===== config.mk =====
export PLATFORM = sky130hd
export DESIGN_NAME = kldc_top
export DESIGN_NICKNAME = d
export VERILOG_FILES = /design/src/kldc_pkg.sv /design/src/kldc_frame_if.sv /design/src/kldc_frame_timer.sv /design/src/kldc_top.sv
export SDC_FILE = /design/constraint.sdc
export NUM_CORES = 1
export LEC_CHECK = 0
export BUFFER_PORTS_ARGS = -buffer_cell sky130_fd_sc_hd__clkbuf_2
export CORE_MARGIN = 3
export CORE_UTILIZATION = 30
export DETAILED_ROUTE_END_ITERATION = 7
export SYNTH_ARGS = -nofsm -noshare
export SYNTH_HDL_FRONTEND = slang
export SYNTH_SLANG_ARGS = --single-unit

===== constraint.sdc =====
create_clock -name ref_clk_i -period 25.9 [get_ports ref_clk_i]
set_clock_uncertainty 0.2 [all_clocks]
set_input_delay 2.59 -clock ref_clk_i [delete_from_list [all_inputs] [get_ports ref_clk_i]]
set_output_delay 2.59 -clock ref_clk_i [all_outputs]
set_load 0.005 [all_outputs]

===== src/kldc_pkg.sv =====
// Package for the keypad LED dimming controller: register map, field
// positions, reset values and timing constants.
// Assumes a 125 MHz reference clock and 8-bit register accesses.
package kldc_pkg;

    // ------------------------------------------------------------
    // Register map
    // ------------------------------------------------------------
    localparam int             KLDC_AW           = 8;
    localparam int             KLDC_DW           = 8;
    localparam int             KLDC_NOUT         = 3;
    localparam logic [7:0]     KLDC_ADDR_CTRL    = 8'h00;
    localparam logic [7:0]     KLDC_ADDR_KEYPAD  = 8'h01;
    localparam logic [7:0]     KLDC_ADDR_EXTSEL  = 8'h03;
    localparam logic [7:0]     KLDC_ADDR_STATUS  = 8'h04;

    // Control register fields
    localparam int             KLDC_CTL_DRIVE_EN = 0;
    localparam int             KLDC_CTL_DIM_SEL  = 1;
    localparam int             KLDC_CTL_DRV_MODE = 2;
    localparam int             KLDC_CTL_ON_LSB   = 3;

    // Keypad brightness and balance register fields
    localparam int             KLDC_KP_OVL       = 0;
    localparam int             KLDC_KP_BRT_LSB   = 1;
    localparam int             KLDC_KP_BAL_LSB   = 4;
    localparam int             KLDC_KP_FLD_W     = 3;

    // External gate select and boost enable register fields
    localparam int             KLDC_EXT_GATE_LSB = 0;
    localparam int             KLDC_BOOST_EN_BIT = 3;

    // Status register fields
    localparam int             KLDC_ST_BLANK     = 0;
    localparam int             KLDC_ST_EXT       = 1;
    localparam int             KLDC_ST_SINK_LSB  = 2;

    // Reset values; switch drive is the power-on default
    localparam logic [7:0]     KLDC_CTRL_RST     = 8'h04;
    localparam logic [7:0]     KLDC_KEYPAD_RST   = 8'h00;
    localparam logic [7:0]     KLDC_EXTSEL_RST   = 8'h00;

    // ------------------------------------------------------------
    // Brightness and balance
    // ------------------------------------------------------------
    localparam int             KLDC_BRT_MAX      = 7;
    localparam int             KLDC_BAL_FULL     = 12;
    // Cumulative slot ends in twelfths of the lit window, {third,second,first}
    localparam logic [11:0]    KLDC_BAL_TABLE [8] = '{
        12'hCCC, 12'hCC0, 12'hC00, 12'hCC6,
        12'hC60, 12'hC66, 12'hC84, 12'hC96
    };

    // ------------------------------------------------------------
    // Timing
    // ------------------------------------------------------------
    localparam int             KLDC_CLK_MHZ      = 125;
    localparam int             KLDC_FRAME_US     = 50;
    localparam int             KLDC_FRAME_CYC    = KLDC_FRAME_US * KLDC_CLK_MHZ;
    localparam int             KLDC_BOOST_MS     = 20;
    localparam int             KLDC_BOOST_CYC    = KLDC_BOOST_MS * 1000 * KLDC_CLK_MHZ;

endpackage


===== src/kldc_frame_if.sv =====
// Interface carrying the PWM frame position between the frame timer
// and the dimming logic.
// Assumes both ends share one clock.
`timescale 1ns/1ns
interface kldc_frame_if #(
    parameter int CW = 13
);
    logic [CW-1:0] pos;
    logic          frame_end;

    modport timer (output pos, output frame_end);
    modport user  (input pos, input frame_end);
endinterface


===== src/kldc_frame_timer.sv =====
// Free-running PWM frame counter for the keypad dimming logic.
// Assumes a frame length given in reference clock cycles.
`timescale 1ns/1ns
module kldc_frame_timer import kldc_pkg::*; #(
    parameter int FRAME_CYC = KLDC_FRAME_CYC,
    parameter int CW        = $clog2(KLDC_FRAME_CYC + 1)
)(
    input  wire logic   ref_clk_i,
    input  wire logic   rst_i,
    kldc_frame_if.timer frm
);
    localparam logic [CW-1:0] LAST = CW'(FRAME_CYC - 1);

    logic [CW-1:0] pos_r;

    // ------------------------------------------------------------
    // Frame counter
    // ------------------------------------------------------------
    // Wraps every frame; taken straight from the oscillator clock
    always_ff @(posedge ref_clk_i or posedge rst_i) begin
        if (rst_i) begin
            pos_r <= '0;
        end else if (pos_r == LAST) begin
            pos_r <= '0;
        end else begin
            pos_r <= pos_r + 1'b1;
        end
    end

    // Last cycle of a frame, used to latch new settings
    assign frm.pos       = pos_r;
    assign frm.frame_end = (pos_r == LAST);

endmodule


===== src/kldc_top.sv =====
// Keypad LED dimming controller: control registers, logarithmic
// brightness PWM, balance slots, external PWM gating, boost blanking.
// Assumes an upstream serial front end that turns host accesses into
// single-cycle register strobes, and ext_pwm_i arriving asynchronously.
`timescale 1ns/1ns
module kldc_top import kldc_pkg::*; #(
    parameter int FRAME_CYC = KLDC_FRAME_CYC,
    parameter int BOOST_CYC = KLDC_BOOST_CYC
)(
    input  wire logic               ref_clk_i,
    input  wire logic               rst_i,
    input  wire logic [KLDC_AW-1:0] reg_addr_i,
    input  wire logic [KLDC_DW-1:0] reg_wdata_i,
    input  wire logic               reg_wr_i,
    input  wire logic               reg_rd_i,
    output logic      [KLDC_DW-1:0] reg_rdata_o,
    input  wire logic               ext_pwm_i,
    output logic                    first_keypad_sink_o,
    output logic                    second_keypad_sink_o,
    output logic                    third_keypad_sink_o,
    output logic                    output_drive_select_o,
    output logic                    boost_blank_o
);
    localparam int              CW       = $clog2(FRAME_CYC + 1);
    localparam int              BW       = $clog2(BOOST_CYC + 1);
    localparam logic [CW-1:0]   FRAME_W  = CW'(FRAME_CYC);
    localparam logic [CW+3:0]   FULL_W   = (CW + 4)'(KLDC_BAL_FULL);
    localparam logic [2:0]      BRT_MAX  = 3'(KLDC_BRT_MAX);
    localparam logic [BW-1:0]   BOOST_LD = BW'(BOOST_CYC - 1);
    localparam int              LAST_POS = FRAME_CYC - 1;

    // ------------------------------------------------------------
    // Helper functions
    // ------------------------------------------------------------
    // Lit window length for a brightness code, doubling per step
    function automatic logic [CW-1:0] win_len(input logic [2:0] code);
        logic [CW-1:0] w;
        w = '0;
        if (code != 3'h0) begin
            w = FRAME_W >> (BRT_MAX - code);
        end
        return w;
    endfunction

    // Share of the lit window in twelfths, rounded down
    function automatic logic [CW-1:0] bnd(input logic [CW-1:0] w,
                                          input logic [3:0]    e);
        logic [CW+3:0] p;
        p = (CW + 4)'(w) * (CW + 4)'(e);
        p = p / FULL_W;
        return p[CW-1:0];
    endfunction

    // ------------------------------------------------------------
    // Registers and state
    // ------------------------------------------------------------
    logic [KLDC_DW-1:0]   ctrl_r;
    logic [KLDC_DW-1:0]   keypad_r;
    logic [KLDC_DW-1:0]   extsel_r;
    logic [KLDC_DW-1:0]   rdata_r;
    logic [2:0]           sync_r;
    logic                 ext_lvl_r;
    logic                 boost_prev_r;
    logic                 blank_r;
    logic [BW-1:0]        boost_cnt_r;
    logic [CW-1:0]        win_r;
    logic                 ovl_r;
    logic [CW-1:0]        end_r [KLDC_NOUT];
    logic [KLDC_NOUT-1:0] sink_r;
    logic [KLDC_NOUT-1:0] on_nxt;
    logic [KLDC_NOUT-1:0] int_on;
    logic [KLDC_NOUT-1:0] out_en;
    logic [KLDC_NOUT-1:0] ext_sel;
    logic                 drive_en;
    logic                 dim_sel;
    logic                 boost_en;
    logic [11:0]          bal_ends;

    kldc_frame_if #(.CW(CW)) frm ();

    kldc_frame_timer #(
        .FRAME_CYC (FRAME_CYC),
        .CW        (CW)
    ) u_timer (
        .ref_clk_i (ref_clk_i),
        .rst_i     (rst_i),
        .frm       (frm)
    );

    // Field views of the software registers
    assign drive_en = ctrl_r[KLDC_CTL_DRIVE_EN];
    assign dim_sel  = ctrl_r[KLDC_CTL_DIM_SEL];
    assign out_en   = ctrl_r[KLDC_CTL_ON_LSB +: KLDC_NOUT];
    assign ext_sel  = extsel_r[KLDC_EXT_GATE_LSB +: KLDC_NOUT];
    assign boost_en = extsel_r[KLDC_BOOST_EN_BIT];

    // ------------------------------------------------------------
    // Register port
    // ------------------------------------------------------------
    // Writes to unmapped addresses are dropped silently
    always_ff @(posedge ref_clk_i or posedge rst_i) begin
        if (rst_i) begin
            ctrl_r   <= KLDC_CTRL_RST;
            keypad_r <= KLDC_KEYPAD_RST;
            extsel_r <= KLDC_EXTSEL_RST;
        end else if (reg_wr_i) begin
            if (reg_addr_i == KLDC_ADDR_CTRL) begin
                ctrl_r <= reg_wdata_i;
            end else if (reg_addr_i == KLDC_ADDR_KEYPAD) begin
                keypad_r <= reg_wdata_i;
            end else if (reg_addr_i == KLDC_ADDR_EXTSEL) begin
                extsel_r <= reg_wdata_i;
            end
        end
    end

    // Read data is registered; unmapped reads return zero
    always_ff @(posedge ref_clk_i or posedge rst_i) begin
        if (rst_i) begin
            rdata_r <= '0;
        end else if (reg_rd_i) begin
            if (reg_addr_i == KLDC_ADDR_CTRL) begin
                rdata_r <= ctrl_r;
            end else if (reg_addr_i == KLDC_ADDR_KEYPAD) begin
                rdata_r <= keypad_r;
            end else if (reg_addr_i == KLDC_ADDR_EXTSEL) begin
                rdata_r <= extsel_r;
            end else if (reg_addr_i == KLDC_ADDR_STATUS) begin
                rdata_r                                   <= '0;
                rdata_r[KLDC_ST_BLANK]                    <= blank_r;
                rdata_r[KLDC_ST_EXT]                      <= ext_lvl_r;
                rdata_r[KLDC_ST_SINK_LSB +: KLDC_NOUT]    <= sink_r;
            end else begin
                rdata_r <= '0;
            end
        end
    end

    // ------------------------------------------------------------
    // External PWM input
    // ------------------------------------------------------------
    // Three stages; a level counts only once stages two and three agree,
    // which also rejects a single-cycle glitch on the pin
    always_ff @(posedge ref_clk_i or posedge rst_i) begin
        if (rst_i) begin
            sync_r    <= '0;
            ext_lvl_r <= 1'b0;
        end else begin
            sync_r <= {sync_r[1:0], ext_pwm_i};
            if (sync_r[1] == sync_r[2]) begin
                ext_lvl_r <= sync_r[2];
            end
        end
    end

    // ------------------------------------------------------------
    // Boost startup blanking
    // ------------------------------------------------------------
    // Enable going high starts the delay; dropping it cancels the wait
    always_ff @(posedge ref_clk_i or posedge rst_i) begin
        if (rst_i) begin
            boost_prev_r <= 1'b0;
            blank_r      <= 1'b0;
            boost_cnt_r  <= '0;
        end else begin
            boost_prev_r <= boost_en;
            if (boost_en && !boost_prev_r) begin
                blank_r     <= 1'b1;
                boost_cnt_r <= BOOST_LD;
            end else if (!boost_en) begin
                blank_r     <= 1'b0;
                boost_cnt_r <= '0;
            end else if (blank_r) begin
                if (boost_cnt_r == '0) begin
                    blank_r <= 1'b0;
                end else begin
                    boost_cnt_r <= boost_cnt_r - 1'b1;
                end
            end
        end
    end

    // ------------------------------------------------------------
    // Frame-latched dimming settings
    // ------------------------------------------------------------
    assign bal_ends = KLDC_BAL_TABLE[keypad_r[KLDC_KP_BAL_LSB +: KLDC_KP_FLD_W]];

    // Taken only on the last cycle so no pulse is ever cut or doubled
    always_ff @(posedge ref_clk_i or posedge rst_i) begin
        if (rst_i) begin
            win_r <= '0;
            ovl_r <= 1'b0;
            for (int k = 0; k < KLDC_NOUT; k++) begin
                end_r[k] <= '0;
            end
        end else if (frm.frame_end) begin
            win_r <= win_len(keypad_r[KLDC_KP_BRT_LSB +: KLDC_KP_FLD_W]);
            ovl_r <= keypad_r[KLDC_KP_OVL];
            for (int k = 0; k < KLDC_NOUT; k++) begin
                end_r[k] <= bnd(win_len(keypad_r[KLDC_KP_BRT_LSB +: KLDC_KP_FLD_W]),
                                bal_ends[4*k +: 4]);
            end
        end
    end

    // ------------------------------------------------------------
    // Internal PWM and output selection
    // ------------------------------------------------------------
    // Without overlap, slots sit back to back in the compressed window; with overlap all share it; rest of frame off
    always_comb begin
        for (int k = 0; k < KLDC_NOUT; k++) begin
            if (ovl_r) begin
                int_on[k] = (frm.pos < win_r);
            end else if (k == 0) begin
                int_on[k] = (frm.pos < end_r[k]);
            end else begin
                int_on[k] = (frm.pos >= end_r[k-1]) && (frm.pos < end_r[k]);
            end
        end
    end

    // Per-output gating; blanking overrides everything
    always_comb begin
        for (int k = 0; k < KLDC_NOUT; k++) begin
            on_nxt[k] = 1'b0;
            if (!blank_r && drive_en && out_en[k]) begin
                if (dim_sel) begin
                    on_nxt[k] = int_on[k];
                end else begin
                    on_nxt[k] = 1'b1;
                end
                if (ext_sel[k]) begin
                    on_nxt[k] = on_nxt[k] & ext_lvl_r;
                end
            end
        end
    end

    // Registered pin drive, one cycle behind the selection logic
    always_ff @(posedge ref_clk_i or posedge rst_i) begin
        if (rst_i) begin
            sink_r                <= '0;
            output_drive_select_o <= KLDC_CTRL_RST[KLDC_CTL_DRV_MODE];
        end else begin
            sink_r                <= on_nxt;
            output_drive_select_o <= ctrl_r[KLDC_CTL_DRV_MODE];
        end
    end

    assign first_keypad_sink_o  = sink_r[0];
    assign second_keypad_sink_o = sink_r[1];
    assign third_keypad_sink_o  = sink_r[2];
    assign boost_blank_o        = blank_r;
    assign reg_rdata_o          = rdata_r;
endmodule


# After elaboration in Yosys (flattened, before gate mapping)
# Memories as Yosys holds them, arrays and structs flattened.
# Cells that the tools add are included.
[word_totals]
ff_bits = 130
latchBits = 0
ramBits = 0
rom_bits = 96
in_bits = 21
out_inout_bits = 13
wordCells = 96
memories = 1
[classes]
n_addsub = 3
mul = 3
n_div = 3
order_cmp = 7
n_eq_ne = 7
shifts = 1
n_mux = 32
bitwise_logic = 6
n_reduce_logical = 16
[mem_list]
columns = ["memory", "words", "word_bits", "rd", "rd_ports_with_merged_regs", "write_ports", "line_no", "text"]
rows = [
  ["(no name shown)", 8, 12, 1, 0, 0, "kldc_top.sv:186", "assign bal_ends = KLDC_BAL_TABLE[keypad_r[KLDC_KP_BAL_LSB +: KLDC_KP_FLD_W]];"],
]
[ops]
columns = ["cell", "count"]
rows = [
  ["22-bit two-way mux", 4],
  ["13-bit less-than comparator", 4],
  ["17-bit by 4-bit divider with 17-bit output (second input constant)", 3],
  ["13-bit by 4-bit multiplier with 17-bit output", 3],
  ["13-bit two-way mux", 3],
  ["13-bit greater-or-equal comparator", 2],
  ["12-bit two-way mux", 2],
  ["8-bit two-way mux", 3],
  ["22-bit logical NOT", 1],
  ["22-bit by 1-bit subtractor with 22-bit output (second input constant)", 1],
  ["1-bit two-way mux", 19],
  ["13-bit by 1-bit adder with 13-bit output (second input constant)", 1],
  ["13-bit == test (second input constant)", 1],
  ["13-bit by 3-bit right shift with 13-bit output (first input constant)", 1],
  ["8-bit by 1-bit == test with 1-bit output (second input constant)", 1],
  ["8-bit by 2-bit == test with 1-bit output (second input constant)", 1],
  ["8-bit by 3-bit == test with 1-bit output (second input constant)", 1],
  ["8-bit logical NOT", 1],
  ["1-bit logical AND", 7],
  ["5-bit two-way mux", 1],
  ["4-bit greater-or-equal comparator (second input constant)", 1],
  ["3-bit NOT with 4-bit output", 1],
  ["2-bit AND reduction", 2],
  ["4-bit AND reduction", 1],
  ["9 further kinds", 13],
]

# Depth between registers and ports, before layout
# Gate-level depths: netlist of run 1.
[logic_depth]
word_depth = 8
depth_mapped = 47
ltp_nobuf = 44

# Hierarchy
# A second synthesis of run 1 with hierarchy kept.
[unflattened]
hier_cells = 2048
area_unflattened_um2 = 16022.9
[modules_own_cells]
columns = ["module", "instances", "cells_per_inst", "area_each_um2", "seq_area_each_um2"]
rows = [
  ["kldc_top", 1, 1986, 15382.3, 2905.3],
  ["kldc_frame_timer", 1, 62, 640.6, 325.3],
]

# Worst setup path before layout of run 1
# No wires, ideal clock.
[synth_timing]
path_type = "flip-flop to flip-flop"
startpoint = "register keypad_r[2]"
endpoint = "register end_r[0] (netlist name)"
setup_ns = 0.128
arrival_ns = 11.207
required_time_ns = 25.572
path_slack_ns = 14.365
stages_incl_launch_ff = 46
path_buffers = 2
period_less_slack_ns = 11.535
cell_sequence = "dfrtp_1 > clkbuf_1 > inv_1 > ha_1 > nor2_1 > a21oi_1 > inv_1 > ha_1 > ha_1 > nand2_1 > fa_1 > nand2b_1 > a21oi_2 > xor2_1 > nor3_2 > and4_4 > o31a_1 > o211a_1 > (+10 left out) > o211ai_2 > o2111ai_4 > or4_1 > or2_1 > a32oi_2 > nand4_2 > nor2_2 > a21oi_1 > xnor2_1 > ha_1 > or4_1 > nor4b_1 > a2111oi_1 > nor3_2 > a21oi_1 > or3_1 > and4bb_1 > o211ai_2"
[synth_between]
elab_chain_cells = 6
elab_cells_between_ends = 7
cone_classes = "add/sub: 1; mul: 1; div: 1; shift: 1; mux: 2; reduce/logical: 1"
[synth_lines]
columns = ["element", "line_no", "text"]
rows = [
  ["start, declared", "kldc_top.sv:58", "logic [KLDC_DW-1:0] keypad_r;"],
  ["start signal, assigned", "kldc_top.sv:110", "keypad_r <= reg_wdata_i;"],
  ["3-bit subtractor", "kldc_top.sv:40", "w = FRAME_W >> (BRT_MAX - code);"],
  ["13-bit by 3-bit right shift with 13-bit output", "kldc_top.sv:40", ""],
  ["13-bit two-way mux *", "kldc_top.sv:39", "if (code != 3'h0) begin"],
  ["13-bit two-way mux *", "kldc_top.sv:196", "end else if (frm.frame_end) begin"],
  ["13-bit by 4-bit multiplier with 17-bit output *", "kldc_top.sv:49", "p = (CW + 4)'(w) * (CW + 4)'(e);"],
  ["17-bit by 4-bit divider with 17-bit output *", "kldc_top.sv:50", "p = p / FULL_W;"],
  ["end signal, assigned by index", "kldc_top.sv:200", "end_r[k] <= bnd(win_len(keypad_r[KLDC_KP_BRT_LSB +: KLDC_KP_FLD_W]),"],
  ["end, declared", "kldc_top.sv:68", "logic [CW-1:0] end_r [KLDC_NOUT];"],
]
# Every way passes the cells marked *; elsewhere a longest branch is shown, timed or not. The select of a mux whose other input is x is not followed.
# A chain may end at the register's enable or synchronous reset.

# Worst setup path in the final report of run 1
# Ends and elaborated chain as after synthesis.

==> results of run 1 <==
==> power groups by stage <==
stage | Sequential [mW] | Combinational (mW) | Clock (mW)
after detailed placement | 0.214 | 0.450 | 0
after global placement | 0.214 | 0.444 | 0
after CTS | 0.210 | 0.453 | 0.248
final | 0.210 | 0.459 | 0.243
after global routing | 0.211 | 0.508 | 0.257
after floorplan | 0.212 | 0.364 | 0
==> cell families (layout without fill, tap and decap cells) <==
family          Yosys count  in the layout  synth area share, %
simple gates            688            688                22.06
compound gates          530            530                23.70
buf+inv                 228            246                5.674
fa+ha+maj               189            189                16.70
xor+xnor                130            130                7.446
flops                   129            129                20.61
mux                      55             55                3.823
==> worst max-delay path by stage <==
stage | from | to | slack, ps
after floorplan | keypad_r[2] | end_r[0] | 14370
after global routing | keypad_r[2] | end_r[0] | 11180
final | keypad_r[2] | end_r[0] | 12240
after CTS | keypad_r[2] | end_r[0] | 12350
after detailed placement | keypad_r[2] | end_r[0] | 12390
after global placement | keypad_r[2] | end_r[0] | 12740
==> registers in the layout (all words and copies together), names as in the netlist, 3 cells and up <==
register,cells
end_r,38
boost_cnt_r,22
u_timer.frm.pos,13
win_r,13
ctrl_r,8
extsel_r,8
keypad_r,8
reg_rdata_o,8
sink_r,3
sync_r,3
==> area by class of cell <==
cell class | instances | share of cell area, %
Multi-Input combinational cell | 1592 | 67.55
Clock inverter | 15 | 0.9506
Tap cell | 680 | 4.972
Clock buffer | 17 | 2.486
Timing Repair Buffer | 42 | 1.360
Inverter | 172 | 3.802
Sequential cell | 129 | 18.88
==> per-layer routing <==
layer / up-vias / GRT usage [%] / routed length, um
met5: - / 0 / 0
met4: 0 / 4.229 / 848
met3: 58 / 1.925 / 1685
met2: 323 / 26.00 / 20290
met1: 6880 / 20.49 / 19990
li1: 6980 / - / -
==> critical path: cells and delay by family (launching register included) <==
family / cells / cell delay, ps
compound gates: 18 / 4870
xor+xnor: 3 / 1360
buf+inv: 2 / 440
fa+ha+maj: 5 / 1680
simple gates: 13 / 3950
flops: 1 / 560
mux: 1 / 440
==> cell usage in the layout, fill, tap and decap left out, drive strengths merged, types with 15 or more instances in the layout <==
cell type and n:
xnor2 93, a21oi 121, clkbuf 50, mux2 33, and2 33, nand2 182
nor2b 26, ha 150, a31oi 23, xor2 36, mux2i 22, or2 17
o211ai 34, o21bai 18, nand3 53, nand2b 39, a21o 15, a211oi 20
nor2 187, nor4 15, o21ai 131, or3 19, nor3 54, o21a 19
nand4 15, fa 35, o31ai 17, dfrtp 127, inv 181
==> per-stage QoR <==
stage / hold WS, ps / setup slack, ps / cell area, um2
3_3_place_gp: 145.9 / 12740 / 16520
4_1_cts: 154.4 / 12350 / 17110
6_report: 151.2 / 12240 / 17110
2_1_floorplan: 131.2 / 14370 / 15680
3_5_place_dp: 146.6 / 12390 / 16520
5_1_grt: 159.9 / 11180 / 17110
==> flow_metrics.tcl, run 1 <==
set metrics [dict create \
    outcome "finished clean" \
    cp.arrival_ps 13780 \
    critPathMaxStageDelay_ps 780 \
    clkLatencyLatePin_ps 430 \
    cts_tree "done" \
    r2r_end "end_r[0]" \
    hold_path_end "sync_r[1]" \
    setup.worst_path.start_class "register" \
    internal_power_mw 0.5058 \
    switching_share_pct 44.56 \
    antenna_found_initial 0 \
    gp_routability_congestion 0.9067 \
    min-delay-start "sync_r[0]" \
    drive_above_1_share_pct 9.304 \
    peakVddDrop_mv 0.04829 \
    final_core_util_pct 33.22 \
    clock_sinks 129 \
    crit_slowest_cell "xor2_1" \
    grt_usage_pct 15.32 \
    diodes 0 \
    ant_nets 0 \
    multi_input_area_um2 11560 \
    maxCapViolCount 0 \
    seq_area_frac_synth_pct 20.61 \
    finalSetupViolCount 0 \
    grt_max_degree 72 \
    period_needed_ps 13660 \
    grt_pass1_wl_mm 71.31 \
    synth_area_um2 15680 \
    port_buffers 33 \
    avgSynthCellArea_um2 8.044 \
    drc_errors 0 \
    p_switching_mw 0.4065 \
    r2r_slack_ps 12240 \
    whs_path_depth 0 \
    synthTopCellsByCount "nand2_1, nor2_1, inv_1" \
    fillers 5406 \
    syn_inst 1949 \
    synth_area_leader_cell "dfrtp_1" \
    postCtsHoldBufs 0 \
    seqCellArea_um2 3231 \
    synth-edff-count 0 \
    htree_levels 4 \
    tightest_slew_ps 945.1 \
    wirelength_mm 42.82 \
    fin_tns_setup_ps 0 \
    via_per_inst 5.380 \
    synth-main-ff-cell "dfrtp_1" \
    synth.distinct_cells 120 \
    numCtsBuffers 17 \
    io_pins 34 \
    worst-setup-path-type "register to register" \
    hp-class "register to register" \
    die_x_um 234.6 \
    crit_fanout 13 \
    timing.rr.start "keypad_r[2]" \
    yosysWarnings 0 \
    slew_headroom_pct 36.78 \
    stdcell_count 2647 \
    yosys-top-cells-area "dfrtp_1, ha_1, xnor2_1" \
    grt_pass1_vias 14070 \
    power_density_nw_per_um2 53.31 \
    syn_to_final_growth_pct 9.146 \
    dieArea_um2 55040 \
    ctsResizeCount 0 \
    clockPowerShare_pct 26.7 \
    dp.cells 2615 \
    rows 83 \
    yosysTopAreaCellShare_pct 20.27 \
    initial_core_util_pct 30.44 \
    cp_common_cell "ha_1" \
    core_area_um2 51510 \
    seqPwrFrac_pct 23.0 \
    die_h_um 234.6 \
    fin_crit_sh_pct 52.76 \
    wl_per_cell_um 16.18 \
    end_kind "register" \
    first_iter_violations 959 \
    via_count 14240 \
    dp_hpwl_mm 33.58 \
    fmaxAchievable_mhz 73.19 \
    clockBufferDepth 2 \
    clk_pin_slew_ps 70 \
    syn_nets 2155 \
    grt_setup_unrepaired "false" \
    ys_ff_latch 129 \
    reg2regPathDepth 42 \
    combPwrFrac_pct 50.3 \
    finalMaxSlewViolations 0 \
    drt_first_pass_iters 8 \
    postCtsSetupBuffers 0 \
    p_leak_nw 7.552 \
    root_buffer "clkbuf_16" \
    critPathRequiredTime_ps 26010 \
    power_mw 0.9122 \
    nets 2160 \
    overflow 0 \
    hold_viol 0 \
    synth-async-reset-ratio_pct 100.0 \
]
Power figures use the tool's default switching activity.
==> run 2: changes to the inputs <==
==> constraint.sdc (replaced) <==
create_clock -name ref_clk_i -period 12.2 [get_ports ref_clk_i]
set_clock_uncertainty 0.2 [all_clocks]
set_input_delay 1.22 -clock ref_clk_i [delete_from_list [all_inputs] [get_ports ref_clk_i]]
set_output_delay 1.22 -clock ref_clk_i [all_outputs]
set_load 0.005 [all_outputs]
==> flow_metrics.tcl, run 2 (synthesized netlist as in run 1, its figures left out) <==
set metrics [dict create \
    outcome "finished clean" \
    final_core_util_pct 34.93 \
    numCtsBuffers 17 \
    fmaxAchievable_mhz 85.89 \
    worst-setup-path-type "register to register" \
    finalMaxSlewViolations 0 \
    hold_viol 0 \
    power_density_nw_per_um2 119.2 \
    die_h_um 234.6 \
    layout_common_cells "nand2_1, nor2_1, inv_1" \
    timing.final.ws_setup_ps 556.6 \
    drive_above_1_share_pct 14.12 \
    htree_levels 4 \
    critPathTopFamily "compound AO/OA/AOI/OAI gates" \
    postCtsHoldBufs 0 \
    grt_max_degree 73 \
    met3_length_mm 1.674 \
    gp_routability_congestion 0.9289 \
    root_buffer "clkbuf_16" \
    layout_commonest_cell "nand2_1" \
    reg2regPathDepth 43 \
    drc_errors 0 \
    topRoutingLayerUsed "met4" \
    hold_path_end "sync_r[1]" \
    largest_registers "end_r x38, boost_cnt_r x22" \
    syn_to_final_growth_pct 14.76 \
    drt_first_pass_iters 5 \
    critPathBufInv 3 \
    r2r_end "end_r[0]" \
    end_kind "register" \
    first_iter_violations 927 \
    stdcell_count 2706 \
    die_x_um 234.6 \
    clkLatencyLatePin_ps 440 \
    clockBufferDepth 2 \
    nets 2219 \
    tightest_slew_ps 1019 \
    whs_path_depth 0 \
    via_per_inst 5.361 \
    period_needed_ps 11640 \
    slew_headroom_pct 32.06 \
    grt_pass1_vias 14080 \
    dp.cells 2652 \
    via_count 14510 \
    peakVddDrop_mv 0.09442 \
    rows 83 \
    p_leak_nw 7.908 \
    io_pins 34 \
    port_buffers 33 \
    regMostFlops "end_r" \
    dp_hpwl_mm 34.21 \
    r2r_slack_ps 560 \
    wirelength_mm 44.66 \
    cts_tree "done" \
    hp-class "register to register" \
    antenna_found_initial 1 \
    maxCapViolCount 0 \
    dp_slack_ps -166.3 \
    wl_per_cell_um 16.50 \
    min-delay-start "sync_r[0]" \
    overflow 0 \
    crit_slowest_cell "or4_4" \
    setup.worst_path.start_class "register" \
    dieArea_um2 55040 \
    clk_pin_slew_ps 70 \
    wl_met1_mm 21.20 \
    wl_met2_mm 21.15 \
    ant_nets 0 \
    grt_pass1_wl_mm 73.07 \
    fin_crit_sh_pct 95.44 \
    grt_usage_pct 15.70 \
    largest_register_ffs 38 \
    initial_core_util_pct 30.44 \
    finalSetupViolCount 0 \
    crit_fanout 9 \
    critPathMaxStageDelay_ps 640 \
    core_area_um2 51510 \
    clock_sinks 129 \
    critPathRequiredTime_ps 12320 \
    diodes 0 \
    cp.arrival_ps 11770 \
    timing.rr.start "keypad_r[2]" \
]
==> run 2: cell types whose count changed in the layout (fill, tap and decap cells not counted), sizes merged <==
cell / before / now
bufinv: 1 / 4
inv: 181 / 173
clkinvlp: 0 / 1
or4: 11 / 13
clkbuf: 50 / 54
buf: 9 / 66
==> run 2: worst reg2reg max path, delay by kind of cell, from the launching register on <==
kind	cells	cell delay (ps)
compound gates	21	5240
xor+xnor	1	200
fa+ha+maj	5	1460
buf+inv	3	370
flops	1	430
simple gates	13	3630
==> run 2: where the power goes <==
group	switching [mW]	internal (mW)
registers	0.00904	0.436
logic	0.681	0.458
clock network	0.205	0.355
==> run 2: area by class of cell <==
cell class | count | area, um2
well taps | 680 | 850.8
clock buffers | 21 | 460.4
flip-flops and latches | 129 | 3232
repair buffers | 99 | 673.1
multi-input cells | 1594 | 11950
clock inverters | 11 | 176.4
inverters | 172 | 650.6
fillers | 5375 | 33520
==> run 2: metrics by stage <==
stage / total power [mW] / setup TNS (ps) / area [um2] / hold slack, ps
after floorplan: 1.221 / 0 / 15680 / 131.2
after global placement: 1.417 / -7.791 / 16800 / 148.1
after detailed placement: 1.431 / -166.3 / 16800 / 146.4
after CTS: 2.012 / 0 / 17490 / 159.3
after global routing: 2.281 / -41.19 / 17990 / 171.8
final: 2.144 / 0 / 17990 / 156.1
==> run 2: routing by layer <==
metal,global-route usage (%),vias to the layer above
met1,21.67,7038
met3,1.749,44
li1,-,7105
met5,0,-
met2,26.24,321
met4,3.840,0
==> run 2: what timing repair did <==
item | in CTS | in global routing
resized for setup | 6 | 63
cloned | 0 | 2
pin swaps | 1 | 18
buffers inserted | 1 | 19
endpoints found under the setup margin | 1 | 2
==> run 2: worst max path at each step <==
| stage | startpoint | endpoint | slack, ps | depth (start not counted) |
|---|---|---|---|---|
| finish | keypad_r[2] | end_r[0] | 560 | 43 |
| CTS | keypad_r[1] | end_r[0] | 30 | 43 |
| global placement | keypad_r[1] | end_r[0] | -8 | 43 |
| global route | keypad_r[1] | end_r[0] | -40 | 45 |
| floorplan | keypad_r[2] | end_r[0] | 670 | 45 |
| detailed placement | keypad_r[1] | end_r[0] | -170 | 41 |
